**src/logic/pcsag_pkg.sv**
```systemverilog
/*
  Package for the operand-address generator: field positions, modes,
  register numbers, opcodes and the sequencer state encoding.
  Assumes nothing beyond a SystemVerilog compiler.
*/
package pcsag_pkg;
  localparam int unsigned WORD_W = 16;
  localparam int unsigned BYTE_BIT = 15;
  localparam int unsigned SPEC_LSB = 0;
  localparam int unsigned SPEC_W = 6;
  localparam int unsigned REG_LSB = 0;
  localparam int unsigned MODE_LSB = 3;
  localparam int unsigned FLD_W = 3;
  localparam int unsigned OPC_LSB = 6;
  localparam int unsigned OPC_W = 10;
  localparam logic [2:0] MODE_AUTOINC = 3'h2;
  localparam logic [2:0] MODE_AUTOINC_DEF = 3'h3;
  localparam logic [2:0] MODE_AUTODEC = 3'h4;
  localparam logic [2:0] MODE_AUTODEC_DEF = 3'h5;
  localparam logic [2:0] MODE_INDEX = 3'h6;
  localparam logic [2:0] MODE_INDEX_DEF = 3'h7;
  localparam logic [2:0] REG_SP = 3'h6;
  localparam logic [2:0] REG_PC = 3'h7;
  localparam logic [15:0] WORD_STEP = 16'h0002;
  localparam logic [15:0] BYTE_STEP = 16'h0001;
  localparam logic [15:0] ZERO_WORD = 16'h0000;
  // Operate group codes: halt, wait, rti, reset, rtt, nop, read_processor_type
  localparam logic [15:0] OPC_HALT = 16'h0000;
  localparam logic [15:0] OPC_WAIT = 16'h0001;
  localparam logic [15:0] OPC_RTI = 16'h0002;
  localparam logic [15:0] OPC_RESET = 16'h0005;
  localparam logic [15:0] OPC_RTT = 16'h0006;
  localparam logic [15:0] OPC_READ_PROCESSOR_TYPE = 16'h0007;
  localparam logic [15:0] OPC_NOP = 16'h00A0;

  typedef enum logic [2:0] {
    PCSAG_IDLE = 3'h0,
    PCSAG_FETCH_INSN = 3'h1,
    PCSAG_FETCH_EXT = 3'h2,
    PCSAG_FETCH_IND = 3'h3,
    PCSAG_DONE = 3'h4
  } pcsag_state_t;

  typedef struct packed {
    logic [15:0] opcode_word;
    logic [9:0] opcode;
    logic [2:0] mode;
    logic [2:0] regnum;
    logic byte_op;
    logic operate_group;
  } pcsag_decode_t;

  typedef struct packed {
    logic valid;
    logic [15:0] addr;
    logic [15:0] data;
    logic is_immediate;
    logic [15:0] pc;
    logic [15:0] sp;
  } pcsag_result_t;
endpackage

```
**src/logic/pcsag_decode.sv**
```systemverilog
/*
  Instruction field decoder: splits a word into opcode and specifier,
  reports the byte flag and the operate-group class, registered.
  Assumes a word presented with a one-cycle load strobe.
*/
`timescale 1ns/1ps
`default_nettype none
module pcsag_decode (
  // Clock and reset
  input wire logic i_sys_clk,
  input wire logic i_rstn,
  // Instruction in
  input wire logic i_load,
  input wire logic [15:0] i_word,
  // Fields out
  output pcsag_pkg::pcsag_decode_t o_dec
);
  pcsag_pkg::pcsag_decode_t dec_reg;
  pcsag_pkg::pcsag_decode_t dec_next;

  always_comb begin
    dec_next = dec_reg;
    if (i_load) begin
      dec_next.opcode_word = i_word;
      // see RULE10
      dec_next.opcode = i_word[pcsag_pkg::OPC_LSB +: pcsag_pkg::OPC_W];
      dec_next.mode = i_word[pcsag_pkg::MODE_LSB +: pcsag_pkg::FLD_W];
      dec_next.regnum = i_word[pcsag_pkg::REG_LSB +: pcsag_pkg::FLD_W];
      // see RULE7
      dec_next.byte_op = i_word[pcsag_pkg::BYTE_BIT];
      // see RULE8
      dec_next.operate_group = (i_word == pcsag_pkg::OPC_HALT) ||
        (i_word == pcsag_pkg::OPC_WAIT) || (i_word == pcsag_pkg::OPC_RTI) ||
        (i_word == pcsag_pkg::OPC_RESET) || (i_word == pcsag_pkg::OPC_RTT) ||
        (i_word == pcsag_pkg::OPC_NOP) || (i_word == pcsag_pkg::OPC_READ_PROCESSOR_TYPE);
    end
  end

  always_ff @(posedge i_sys_clk or negedge i_rstn) begin
    if (!i_rstn) begin
      dec_reg <= '0;
    end else begin
      dec_reg <= dec_next;
    end
  end

  assign o_dec = dec_reg;
endmodule
`default_nettype wire

```
**src/logic/pcsag_top.sv**
```systemverilog
/*
  Operand-address generator for program-counter and stack-pointer
  addressing. Fetches the instruction and any extension words, steps
  the program counter, and forms the operand address.
  Assumes a memory that answers a read request with one-cycle valid
  data some cycles later, and only one read outstanding at a time.
*/
`timescale 1ns/1ps
`default_nettype none
// Behaviour
// RULE1 - Mode 2 on the program counter is immediate: autoincrement via PC, operand is the next word.
// RULE2 - Immediate: fetch instruction, PC plus two, read operand at PC, PC plus two again.
// RULE3 - Mode 3 on PC reads the next word, steps PC by two, and uses the word as absolute address.
// RULE4 - Mode 6 on PC adds the offset word to the already advanced PC to form the address.
// RULE5 - Mode 7 on PC adds offset to updated PC and reads memory there for the address.
// RULE6 - Stack pointer autoincrement or autodecrement always steps by two, bytes too.
// RULE7 - Instruction bit 15 set means byte operation, clear means word.
// RULE8 - Operate-group instructions are a format with no operand specifier.
// RULE9 - Every word fetched through the PC adds two to the PC, byte data included.
// RULE10 - Single-operand format: bits 5..0 are specifier, upper bits the opcode.
module pcsag_top (
  // Clock and reset
  input wire logic i_sys_clk,
  input wire logic i_rstn,
  // Control
  input wire logic i_start,
  input wire logic [15:0] i_pc,
  input wire logic [15:0] i_sp,
  input wire logic [15:0] i_reg_value,
  // Memory read port
  output logic o_rd_req,
  output logic [15:0] o_rd_addr,
  input wire logic i_rd_valid,
  input wire logic [15:0] i_rd_data,
  // Results
  output logic o_done,
  output logic o_operate,
  output logic o_byte_op,
  output logic [15:0] o_operand_addr,
  output logic [15:0] o_operand_data,
  output logic o_immediate,
  output logic [15:0] o_pc,
  output logic [15:0] o_sp
);
  typedef struct packed {
    pcsag_pkg::pcsag_state_t state;
    logic rd_req;
    logic [15:0] rd_addr;
    logic ptr_rd;
    logic done;
    pcsag_pkg::pcsag_result_t res;
  } pcsag_core_t;

  pcsag_core_t core_reg;
  pcsag_core_t core_next;
  pcsag_pkg::pcsag_decode_t dec;
  logic insn_load;
  logic pc_reg_sel;
  logic sp_reg_sel;

  assign insn_load = (core_reg.state == pcsag_pkg::PCSAG_FETCH_INSN) &&
    i_rd_valid;

  pcsag_decode u_decode (
    .i_sys_clk(i_sys_clk),
    .i_rstn(i_rstn),
    .i_load(insn_load),
    .i_word(i_rd_data),
    .o_dec(dec)
  );

  assign pc_reg_sel = (dec.regnum == pcsag_pkg::REG_PC);
  assign sp_reg_sel = (dec.regnum == pcsag_pkg::REG_SP);

  always_comb begin
    core_next = core_reg;
    core_next.rd_req = 1'b0;
    core_next.done = 1'b0;
    unique case (core_reg.state)
      pcsag_pkg::PCSAG_IDLE: begin
        if (i_start) begin
          core_next.res = '0;
          core_next.res.pc = i_pc;
          core_next.res.sp = i_sp;
          core_next.rd_req = 1'b1;
          core_next.rd_addr = i_pc;
          core_next.ptr_rd = 1'b0;
          core_next.state = pcsag_pkg::PCSAG_FETCH_INSN;
        end
      end
      pcsag_pkg::PCSAG_FETCH_INSN: begin
        if (i_rd_valid) begin
          // see RULE2, see RULE9
          core_next.res.pc = core_reg.res.pc + pcsag_pkg::WORD_STEP;
          core_next.state = pcsag_pkg::PCSAG_FETCH_EXT;
        end
      end
      pcsag_pkg::PCSAG_FETCH_EXT: begin
        // Decoded fields valid here; PC-relative modes need one more word
        core_next.state = pcsag_pkg::PCSAG_DONE;
        core_next.done = 1'b1;
        if (dec.operate_group) begin
          core_next.res.valid = 1'b0;
        end else if (pc_reg_sel && dec.mode >= pcsag_pkg::MODE_AUTOINC &&
            dec.mode != pcsag_pkg::MODE_AUTODEC &&
            dec.mode != pcsag_pkg::MODE_AUTODEC_DEF) begin
          core_next.done = 1'b0;
          core_next.rd_req = 1'b1;
          core_next.rd_addr = core_reg.res.pc;
          core_next.state = pcsag_pkg::PCSAG_FETCH_IND;
          // Operand address of immediate is the word at PC, see RULE1
          core_next.res.addr = core_reg.res.pc;
        end else begin
          core_next.res.valid = 1'b1;
          core_next.res.addr = i_reg_value;
          if (sp_reg_sel && (dec.mode == pcsag_pkg::MODE_AUTODEC ||
              dec.mode == pcsag_pkg::MODE_AUTODEC_DEF)) begin
            // Push; step fixed at two, see RULE6
            core_next.res.sp = core_reg.res.sp - pcsag_pkg::WORD_STEP;
            core_next.res.addr = core_reg.res.sp - pcsag_pkg::WORD_STEP;
          end else if (sp_reg_sel && (dec.mode == pcsag_pkg::MODE_AUTOINC ||
              dec.mode == pcsag_pkg::MODE_AUTOINC_DEF)) begin
            // Pop; step fixed at two, see RULE6
            core_next.res.sp = core_reg.res.sp + pcsag_pkg::WORD_STEP;
            core_next.res.addr = core_reg.res.sp;
          end
        end
      end
      pcsag_pkg::PCSAG_FETCH_IND: begin
        if (i_rd_valid) begin
          // Second word fetched through PC, see RULE9
          core_next.res.pc = core_reg.res.pc + pcsag_pkg::WORD_STEP;
          core_next.res.valid = 1'b1;
          unique case (dec.mode)
            pcsag_pkg::MODE_AUTOINC: begin
              // see RULE1, see RULE2
              core_next.res.is_immediate = 1'b1;
              core_next.res.data = i_rd_data;
              core_next.done = 1'b1;
              core_next.state = pcsag_pkg::PCSAG_DONE;
            end
            pcsag_pkg::MODE_AUTOINC_DEF: begin
              // see RULE3
              core_next.res.addr = i_rd_data;
              core_next.done = 1'b1;
              core_next.state = pcsag_pkg::PCSAG_DONE;
            end
            pcsag_pkg::MODE_INDEX: begin
              // see RULE4
              core_next.res.addr = i_rd_data + core_reg.res.pc +
                pcsag_pkg::WORD_STEP;
              core_next.done = 1'b1;
              core_next.state = pcsag_pkg::PCSAG_DONE;
            end
            default: begin
              // Deferred: read pointer at sum, see RULE5
              core_next.ptr_rd = 1'b1;
              core_next.rd_req = 1'b1;
              core_next.rd_addr = i_rd_data + core_reg.res.pc +
                pcsag_pkg::WORD_STEP;
              core_next.state = pcsag_pkg::PCSAG_FETCH_EXT;
              core_next.res.valid = 1'b0;
            end
          endcase
        end
      end
      pcsag_pkg::PCSAG_DONE: begin
        core_next.state = pcsag_pkg::PCSAG_IDLE;
      end
      default: begin
        core_next.state = pcsag_pkg::PCSAG_IDLE;
      end
    endcase
    // Pointer read of relative-deferred waits here; a flag, not an
    // address compare, so a zero offset or zero sum still works
    if (core_reg.state == pcsag_pkg::PCSAG_FETCH_EXT &&
        core_reg.ptr_rd) begin
      core_next = core_reg;
      core_next.rd_req = 1'b0;
      core_next.done = 1'b0;
      if (i_rd_valid) begin
        // Extra indirection, see RULE5
        core_next.res.addr = i_rd_data;
        core_next.res.valid = 1'b1;
        core_next.ptr_rd = 1'b0;
        core_next.done = 1'b1;
        core_next.state = pcsag_pkg::PCSAG_DONE;
      end
    end
  end

  always_ff @(posedge i_sys_clk or negedge i_rstn) begin
    if (!i_rstn) begin
      core_reg <= '0;
    end else begin
      core_reg <= core_next;
    end
  end

  // Registered decode flags are taken straight from the decoder flops
  assign o_rd_req = core_reg.rd_req;
  assign o_rd_addr = core_reg.rd_addr;
  assign o_done = core_reg.done;
  assign o_operate = dec.operate_group;
  assign o_byte_op = dec.byte_op;
  assign o_operand_addr = core_reg.res.addr;
  assign o_operand_data = core_reg.res.data;
  assign o_immediate = core_reg.res.is_immediate;
  assign o_pc = core_reg.res.pc;
  assign o_sp = core_reg.res.sp;
endmodule
`default_nettype wire

```
**config.mk**
```make
export PLATFORM = sky130hd
export DESIGN_NAME = pcsag_top
export DESIGN_NICKNAME = d
export VERILOG_FILES = /design/src/logic/pcsag_pkg.sv /design/src/logic/pcsag_decode.sv /design/src/logic/pcsag_top.sv
export SDC_FILE = /design/constraint.sdc
export NUM_CORES = 1
export LEC_CHECK = 0
export BUFFER_PORTS_ARGS = -buffer_cell sky130_fd_sc_hd__buf_2
export CAP_MARGIN = 0
export CORE_UTILIZATION = 54
export CTS_BUF_LIST = sky130_fd_sc_hd__clkbuf_16
export CTS_CLUSTER_SIZE = 8
export DETAILED_ROUTE_END_ITERATION = 8
export PLACE_DENSITY = 0.78
export SYNTH_ARGS = -nofsm -noshare
export SYNTH_HDL_FRONTEND = slang
export SYNTH_SLANG_ARGS = --single-unit
```
**constraint.sdc**
```tcl
create_clock -name i_sys_clk -period 8.75 [get_ports i_sys_clk]
set_input_delay 0.875 -clock i_sys_clk [delete_from_list [all_inputs] [get_ports i_sys_clk]]
set_output_delay 0.875 -clock i_sys_clk [all_outputs]
set_load 0.1 [all_outputs]
```
==> out/qor.txt, run 1 <==
Final setup fails -> 0
Met1 usage -> 0.463
Sequential share of the synthesized area -> 0.308
Final worst path period share -> 0.405
Placed cell area -> 7920 um2
Place WS -> 4940 ps
Post-layout worst setup margin -> 5210 ps
Worst Path Arrival -> 3780 ps
HP Class -> flip-flop to flip-flop
Simple-gate share of the synthesized area -> 0.204
Cts repair resizes -> 0
Post-synth EDFFs -> 0
Commonest non-fill, non-tap cell in the layout -> buf_2
Crit Path Class -> flip-flop to flip-flop
Routed Antenna Nets -> 0
Die area -> 14800 um2
Die height -> 122 um
Clock sink count -> 95
Worst slew pin tran -> 1180 ps
Unrepaired setup endpoints after global routing -> false
Synth Net Count -> 1053
Primary FF master, synth -> dfrtp_1
Initial Utilization -> 0.554
Max-Cap Viols -> 0
Synthesized netlist cell count -> 952
Pin count of the biggest net entering global routing -> 56
FMAX -> 0.282 GHz
Yosys reg bits -> 95
CTS clk-pin slew, worst paths -> 80 ps
Fin crit period -> 3540 ps
Final Net Count -> 1086
Num rows -> 43
Largest family of logic cells by synthesized area -> compound AO/OA/AOI/OAI gates
First-pass DRT Iterations -> 6
Met3 Use GR -> 0.0754
CP required -> 8990 ps
Core Area -> 13900 um2
Post-synthesis mux area share -> 0.0212
Worst Setup SP -> o_pc[1]
Ports -> 153
Cell area after layout -> 8210 um2
PortBufs -> 152
Vias per cell -> 6.59
Root Driver -> clkbuf_16
Status -> finished clean
Distinct cells, synth -> 81
Reg-to-Reg Start -> o_pc[1]
Compound-Gate Fraction of Synth Area -> 0.270
Post-Synth Adder-Cell Area -> 0.0544
Post-route setup TNS -> 0 ps
Final wirelength -> 25700 um
First-pass GRT wire length -> 39200 um
RR Endpoint -> o_rd_addr[13]
Area Growth Syn to Fin -> 6.29%
R2R cell count -> 11
Initial antenna violation count -> 0
Hold Slack -> 485 ps
Number of global-route vias before repair -> 6979
RD Place Congestion -> 1.05
Critical path startpoint category -> flip-flop
Routed vias -> 7701
XOR/XNOR Fraction of Synth Area -> 0.0199
Grt met2 use -> 0.542
Global route total overflow -> 0
Layout cell share with drive strength beyond 1 -> 0.203
HP Start -> o_operand_addr[8]
Post-CTS setup buffer count -> 0
Starting DRT DRC Count -> 957
Die X -> 122 um
Async SR Flop Fraction -> 1.00
Clock skew after layout -> 11.8 ps
Dpl hpwl -> 19000 um
Antenna diode count -> 0
Clk Latency, worst-skew pair -> 360 ps
Routed length per instance -> 21.9 um
Final Hold Fails -> 0
Multi-input logic area -> 4400 um2
# H-tree levels -> 3
FF/Latch Area -> 2380 um2
Mean Syn Cell Area -> 8.11 um2
GRT Total Usage -> 0.350
Cell Area, Synth -> 7720 um2
CTS tree -> built
Max-slew headroom -> 0.212
Top Usage Layer GRT -> met2
Setup crit end -> o_rd_addr[13]
CTS max path bufs -> 2
Fillers -> 1343
CTS Buf Count -> 9
Max FO, Critical Path -> 7
Fin. max-slew vios -> 0
Post-CTS Hold Fix Bufs -> 0
Ys Warns -> 0
Worst setup EP type -> flip-flop
Reg2reg setup slack -> 5210 ps
Most frequent cells in the layout -> 151 x buf_2, 124 x nand2_1, 108 x o21ai_0, 95 x dfrtp_1, 55 x nor2_1
DRC viols -> 0
metal layers:
metal / vias up / wire length, um
met1: 3658 / 10300
met5: - / 0
li1: 3511 / -
met4: 0 / 1110
met2: 459 / 11800
met3: 73 / 2480
synthesized netlist by cell type (all sizes together) (5+ instances only):
library cell	count	share of area
a211oi	13	0.013
a21o	12	0.013
a21oi	44	0.029
a221o	8	0.010
a221oi	14	0.016
a222oi	9	0.012
a22oi	12	0.012
a31oi	16	0.013
a32oi	6	0.0068
and3	9	0.0073
and4	9	0.010
buf	100	0.091
clkbuf	36	0.018
dfrtp	95	0.31
ha	32	0.052
inv	28	0.014
mux2	11	0.016
nand2	124	0.060
nand2b	7	0.0057
nand3	22	0.015
nand4	11	0.0089
nor2	56	0.028
nor2b	9	0.0073
nor3	26	0.020
nor4	9	0.0092
o211ai	8	0.0078
o21ai	112	0.073
o22ai	9	0.0073
or3	10	0.0081
xnor2	10	0.011
xor2	5	0.0057
layout make-up:
cell class	count	share of cell area
clock buffers	9	0.0274
flip-flops and latches	95	0.290
inverters	29	0.0134
repair buffers	158	0.0985
multi-input cells	692	0.536
clock inverters	6	0.00732
well taps	180	0.0274
how the worst min path moves through the flow:
stage / cells past startpoint / to / slack [ps]
2_1_floorplan: 2 / o_operand_addr[0] / 450
3_3_place_gp: 1 / o_immediate / 460
3_5_place_dp: 1 / o_immediate / 470
4_1_cts: 2 / o_operand_addr[8] / 490
5_1_grt: 2 / o_operand_addr[8] / 500
6_report: 2 / o_operand_addr[8] / 480
worst max-delay path, stage by stage (launching register included):
cell and delay (ps):
dfrtp_1 520, inv_1 170, ha_1 310, inv_1 40, ha_1 240, fa_1 420
a21oi_1 210, o221ai_1 360, a211oi_1 420, o21ai_0 200, nor4b_1 190, o32a_1 350
per-stage QoR:
step,instances,utilization
CTS,1169,0.589
detailed placement,1154,0.568
finish,1169,0.589
global placement,1154,0.568
global route,1169,0.589
floorplan,952,-
kinds of logic (layout without fill, tap and decap cells):
kind of cell | after synthesis | after routing
buffers and inverters | 165 | 202
XOR/XNOR | 16 | 16
adder cells (fa/ha/maj) | 33 | 33
AO/OA/AOI/OAI | 313 | 313
flip-flops | 95 | 95
AND/OR/NAND/NOR | 315 | 315
multiplexers | 15 | 15
Power of run 1 is left out: the tool's default activity adds up to more than one toggle a clock period on the data nets, which glitch-free logic cannot reach.
==> run 2, diff against run 1 <==
--- a/config.mk
+++ b/config.mk
@@ -5,6 +5,7 @@
 export SDC_FILE = /design/constraint.sdc
 export NUM_CORES = 1
 export LEC_CHECK = 0
+export ABC_AREA = 1
 export BUFFER_PORTS_ARGS = -buffer_cell sky130_fd_sc_hd__buf_2
 export CAP_MARGIN = 0
 export CORE_UTILIZATION = 54
==> constraint.sdc (replaced) <==
create_clock -name i_sys_clk -period 3.57 [get_ports i_sys_clk]
set_input_delay 0.357 -clock i_sys_clk [delete_from_list [all_inputs] [get_ports i_sys_clk]]
set_output_delay 0.357 -clock i_sys_clk [all_outputs]
set_load 0.1 [all_outputs]
==> out/qor.txt, run 2 <==
Synth Net Count -> 1268
Dpl hpwl -> 20700 um
Async SR Flop Fraction -> 1.00
Distinct cells, synth -> 47
Post-route setup TNS -> 0 ps
Final wirelength -> 26700 um
Unrepaired setup endpoints after global routing -> false
Post-synth EDFFs -> 0
CTS Buf Count -> 9
HP Class -> primary input to async pin
CP max-delay cell -> dfrtp_1
Final setup fails -> 0
Number of global-route vias before repair -> 7294
FMAX -> 0.358 GHz
Crit path cell chain -> inv_1 > ha_1 > inv_1 > ha_1 > fa_1 > nand2_1 > nand2_1 > nand3_1 > nand2_1 > nand2_1 > nand3_1 > nand3_1 > nand2_1 > nand2_1 > nand2_1 > a21oi_2
CTS clk-pin slew, worst paths -> 80 ps
Max FO, Critical Path -> 6
Starting DRT DRC Count -> 912
Yosys reg bits -> 95
Initial antenna violation count -> 1
Layout cell share with drive strength beyond 1 -> 0.203
Worst Path Arrival -> 3090 ps
Routed vias -> 8188
Ys Warns -> 0
Pin count of the biggest net entering global routing -> 56
Top area cells in the synthesized netlist -> dfrtp_1 29%, nand2_1 13%, buf_4 8.0%
Clock sink count -> 95
Num rows -> 44
Cell Area, Synth -> 8110 um2
Fin. max-slew vios -> 0
Synthesized netlist cell count -> 1167
Die height -> 125 um
Synth top area share -> 0.293
Max-Cap Viols -> 0
Final Net Count -> 1323
Routed length per instance -> 18.9 um
RD Place Congestion -> 1.02
Final Hold Fails -> 0
WP buf/inv -> 2
Worst slew pin tran -> 764 ps
Mean Syn Cell Area -> 6.95 um2
CTS max path bufs -> 2
PortBufs -> 152
Post-CTS setup buffer count -> 0
CTS tree -> built
Final worst path period share -> 0.783
Routed Antenna Nets -> 0
Most frequent cells in the layout -> 281 x nand2_1, 151 x buf_2, 134 x inv_1, 95 x nor2_1, 95 x dfrtp_1
Status -> finished clean
Die area -> 15500 um2
Core Area -> 14600 um2
Cts repair resizes -> 0
Max-slew headroom -> 0.490
Fin crit period -> 2790 ps
Antenna diode count -> 0
Die X -> 125 um
Ports -> 153
Clock skew after layout -> 13.8 ps
Commonest non-fill, non-tap cell in the layout -> nand2_1
Cell repeated most along the worst path -> nand2_1
Vias per cell -> 5.80
Delay-heaviest family, CP -> adder cells
Critical path startpoint category -> flip-flop
Post-CTS Hold Fix Bufs -> 0
Fillers -> 1460
Initial Utilization -> 0.556
# H-tree levels -> 3
First-pass DRT Iterations -> 6
CP required -> 3860 ps
Area Growth Syn to Fin -> 6.65%
First-pass GRT wire length -> 40900 um
Reg-to-Reg Start -> o_pc[1]
Final core occ -> 0.593
Worst Setup SP -> o_pc[1]
Primary FF master, synth -> dfrtp_1
Crit Path Class -> flip-flop to flip-flop
DRC viols -> 0
Root Driver -> clkbuf_16
Sequential share of the synthesized area -> 0.293
Worst setup EP type -> flip-flop
GRT Total Usage -> 0.344
Global route total overflow -> 0
Post-synth top cells -> 281 x nand2_1, 134 x inv_1, 95 x dfrtp_1, 95 x nor2_1, 91 x nand3_1
Clk Latency, worst-skew pair -> 370 ps
Slowest cell delay on critical path -> 470 ps
Cell with the most instances after synthesis -> nand2_1
Largest area contributor in the netlist -> dfrtp_1
[run 2: layout make-up]
cell class	count	area, um2	area share
Tap cell	184	230	0.0266
Multi-Input combinational cell	806	4350	0.503
Sequential cell	95	2380	0.275
Clock buffer	9	225	0.0260
Inverter	150	566	0.0654
Timing Repair Buffer	160	823	0.0952
Clock inverter	7	77.6	0.00897
[run 2: per-stage QoR]
stage                     instances  hold WS (ps)  instance area [um2]  worst slack, ps
after global routing           1411           121                 8650              651
after detailed placement       1395           465                 8350              859
after global placement         1395           465                 8350              915
after CTS                      1411          80.1                 8650              810
after floorplan                1167          61.4                 8110             1340
final                          1411          65.9                 8650              776
[run 2: kinds of logic (layout without fill, tap and decap cells)]
group	after synthesis	count (layout)	synth area share
flip-flops	95	95	0.293
AO/OA/AOI/OAI	230	230	0.179
buffers and inverters	266	326	0.170
adder cells (fa/ha/maj)	33	33	0.0518
XOR/XNOR	11	11	0.0119
AND/OR/NAND/NOR	532	532	0.294
[run 2: worst paths after layout]
kind | depth (start not counted) | slack, ps | endpoint
worst max register to register | 16 | 780 | o_operand_addr[11]
worst max-delay path | 16 | 780 | o_operand_addr[11]
min in group i_sys_clk | 3 | 220 | o_sp[4]
worst min register to register | 2 | 480 | o_operand_addr[4]
worst min-delay path | 1 | 70 | o_operand_addr[3]
max in group asynchronous | 2 | 2710 | o_sp[1]
[run 2: metal layers]
| metal | global-route usage | part of all wire | vias up |
|---|---|---|---|
| met5 | 0 | 0.00045 | - |
| met4 | 0.155 | 0.038 | 2 |
| met3 | 0.0786 | 0.10 | 68 |
| met2 | 0.509 | 0.43 | 481 |
| met1 | 0.477 | 0.43 | 3776 |
| li1 | - | - | 3861 |
[run 2: worst reg2reg max path, cell delays in order, from the launching register on]
cell and delay [ps]:
dfrtp_1 470, inv_1 160, ha_1 300, inv_1 40, ha_1 250, fa_1 460, nand2_1 100, nand2_1 50
nand3_1 110, nand2_1 110, nand2_1 100, nand3_1 90, nand3_1 120, nand2_1 60, nand2_1 90, nand2_1 70
a21oi_2 130
Power of run 2 is left out for the same reason.
==> run 3, diff against run 2 <==
--- a/config.mk
+++ b/config.mk
@@ -8,11 +8,11 @@
 export ABC_AREA = 1
 export BUFFER_PORTS_ARGS = -buffer_cell sky130_fd_sc_hd__buf_2
 export CAP_MARGIN = 0
-export CORE_UTILIZATION = 54
+export CORE_UTILIZATION = 52
 export CTS_BUF_LIST = sky130_fd_sc_hd__clkbuf_16
 export CTS_CLUSTER_SIZE = 8
 export DETAILED_ROUTE_END_ITERATION = 8
-export PLACE_DENSITY = 0.78
+export PLACE_DENSITY = 0.79
 export SYNTH_ARGS = -nofsm -noshare
 export SYNTH_HDL_FRONTEND = slang
 export SYNTH_SLANG_ARGS = --single-unit
==> constraint.sdc (replaced) <==
create_clock -name i_sys_clk -period 2.3 [get_ports i_sys_clk]
set_input_delay 0.23 -clock i_sys_clk [delete_from_list [all_inputs] [get_ports i_sys_clk]]
set_output_delay 0.23 -clock i_sys_clk [all_outputs]
set_load 0.1 [all_outputs]
==> out/qor.txt, run 3 (same netlist as run 2, synthesis figures left out) <==
Status -> finished clean
Commonest non-fill, non-tap cell in the layout -> nand2_1
Metal2 WL -> 12700 um
First-pass DRT Iterations -> 6
Fin crit period -> 2270 ps
Pin count of the biggest net entering global routing -> 54
Met1 WL -> 11900 um
Final Hold Fails -> 0
Layout cell share with drive strength beyond 1 -> 0.269
RD Place Congestion -> 1.02
Starting DRT DRC Count -> 1113
Vias per cell -> 5.87
R2R cell count -> 12
Routed Antenna Nets -> 0
Max FO, Critical Path -> 3
CTS tree -> built
Root Driver -> clkbuf_16
CTS max path bufs -> 2
Critical path startpoint category -> flip-flop
Routed length per instance -> 19.2 um
Die X -> 127 um
Final wirelength -> 28400 um
Routed vias -> 8664
Max-Cap Viols -> 0
DRC viols -> 0
Most frequent cells in the layout -> 269 x nand2_1, 151 x buf_2, 132 x inv_1, 94 x dfrtp_1, 92 x nor2_1
Dpl hpwl -> 21700 um
Post-route setup TNS -> 0 ps
Clk Latency, worst-skew pair -> 370 ps
Worst Setup SP -> o_pc[4]
Fin. max-slew vios -> 0
Met3 wire len -> 2480 um
Reg-to-Reg Start -> o_pc[4]
Core Area -> 15200 um2
Die area -> 16100 um2
HP Class -> primary input to flip-flop
Setup crit end -> o_operand_addr[12]
FMAX -> 0.440 GHz
CTS Buf Count -> 9
Global route total overflow -> 0
Hold Slack -> 79.8 ps
Post-layout worst setup margin -> 27.1 ps
Final worst path period share -> 0.988
Final Net Count -> 1385
Num rows -> 45
GRT Total Usage -> 0.354
CP required -> 2590 ps
Die height -> 127 um
Clock sink count -> 95
Worst Path Arrival -> 2570 ps
Cell area after layout -> 9350 um2
PortBufs -> 152
Reg2reg setup slack -> 30 ps
Worst setup EP type -> flip-flop
Ports -> 153
# H-tree levels -> 3
Final setup fails -> 0
Max-slew headroom -> 0.644
Crit Path Class -> flip-flop to flip-flop
Worst Hold Path Cells -> 3
RR Endpoint -> o_operand_addr[12]
Area Growth Syn to Fin -> 15.3%
Place WS -> -53.2 ps
Initial antenna violation count -> 1
Number of global-route vias before repair -> 7741
Antenna diode count -> 0
Worst slew pin tran -> 534 ps
Unrepaired setup endpoints after global routing -> true
Clock skew after layout -> 14.1 ps
CTS clk-pin slew, worst paths -> 80 ps
HP Start -> i_sp[0]
Top Metal Used -> met5
First-pass GRT wire length -> 43100 um
Placed cell area -> 8800 um2
Initial Utilization -> 0.533
==> run 3: cell types whose count changed in the layout (fill, tap and decap cells not counted), sizes merged <==
cell / previous run / this run
buf: 160 / 221
bufinv: 1 / 0
clkinv: 2 / 3
dlygate4sd3: 0 / 1
==> run 3: metal layers <==
layer,GRT usage,vias to the layer above
li1,-,4006
met1,0.492,3992
met2,0.547,557
met3,0.0498,107
met4,0.162,2
met5,0,-
==> run 3: worst min-delay path by stage <==
stage                               endpoint  slack [ps]
after floorplan                    async pin         -70
after global placement    o_operand_data[12]         140
after detailed placement  o_operand_data[14]         140
after CTS                          flip-flop          80
after global routing                o_sp[14]         100
final                              flip-flop          80
==> run 3: area by class of cell <==
type | count | area, um2
Sequential cell | 95 | 2380
Inverter | 150 | 567
Multi-Input combinational cell | 806 | 4560
Timing Repair Buffer | 222 | 1320
Clock inverter | 7 | 65.1
Tap cell | 188 | 235
Clock buffer | 9 | 225
Fill cell | 1441 | 5850
==> run 3: worst max-delay path, cell delays in order (launching register included) <==
cell     delay [ps]
dfrtp_1         410
ha_1            290
ha_1            340
nand2_2          90
nor2_1          210
nand3_1         160
nand3_1         100
nand2_1          80
nand3_1         100
nand2_1          60
nand2_1         150
nand2_1          90
a21oi_2         130
==> run 3: repair_timing <==
action,in CTS,in global routing
endpoints found under the hold margin,20,0
gates resized for setup,2,47
setup buffers,0,4
hold buffers,1,0
pin swaps,0,13
endpoints found under the setup margin,5,31
==> run 3: per-stage QoR <==
stage                     std cells   util
after floorplan                1167      -
after global placement         1456  0.579
after detailed placement       1456  0.579
after CTS                      1473  0.599
after global routing           1477  0.615
final                          1477  0.615
Power of run 3 is left out for the same reason.
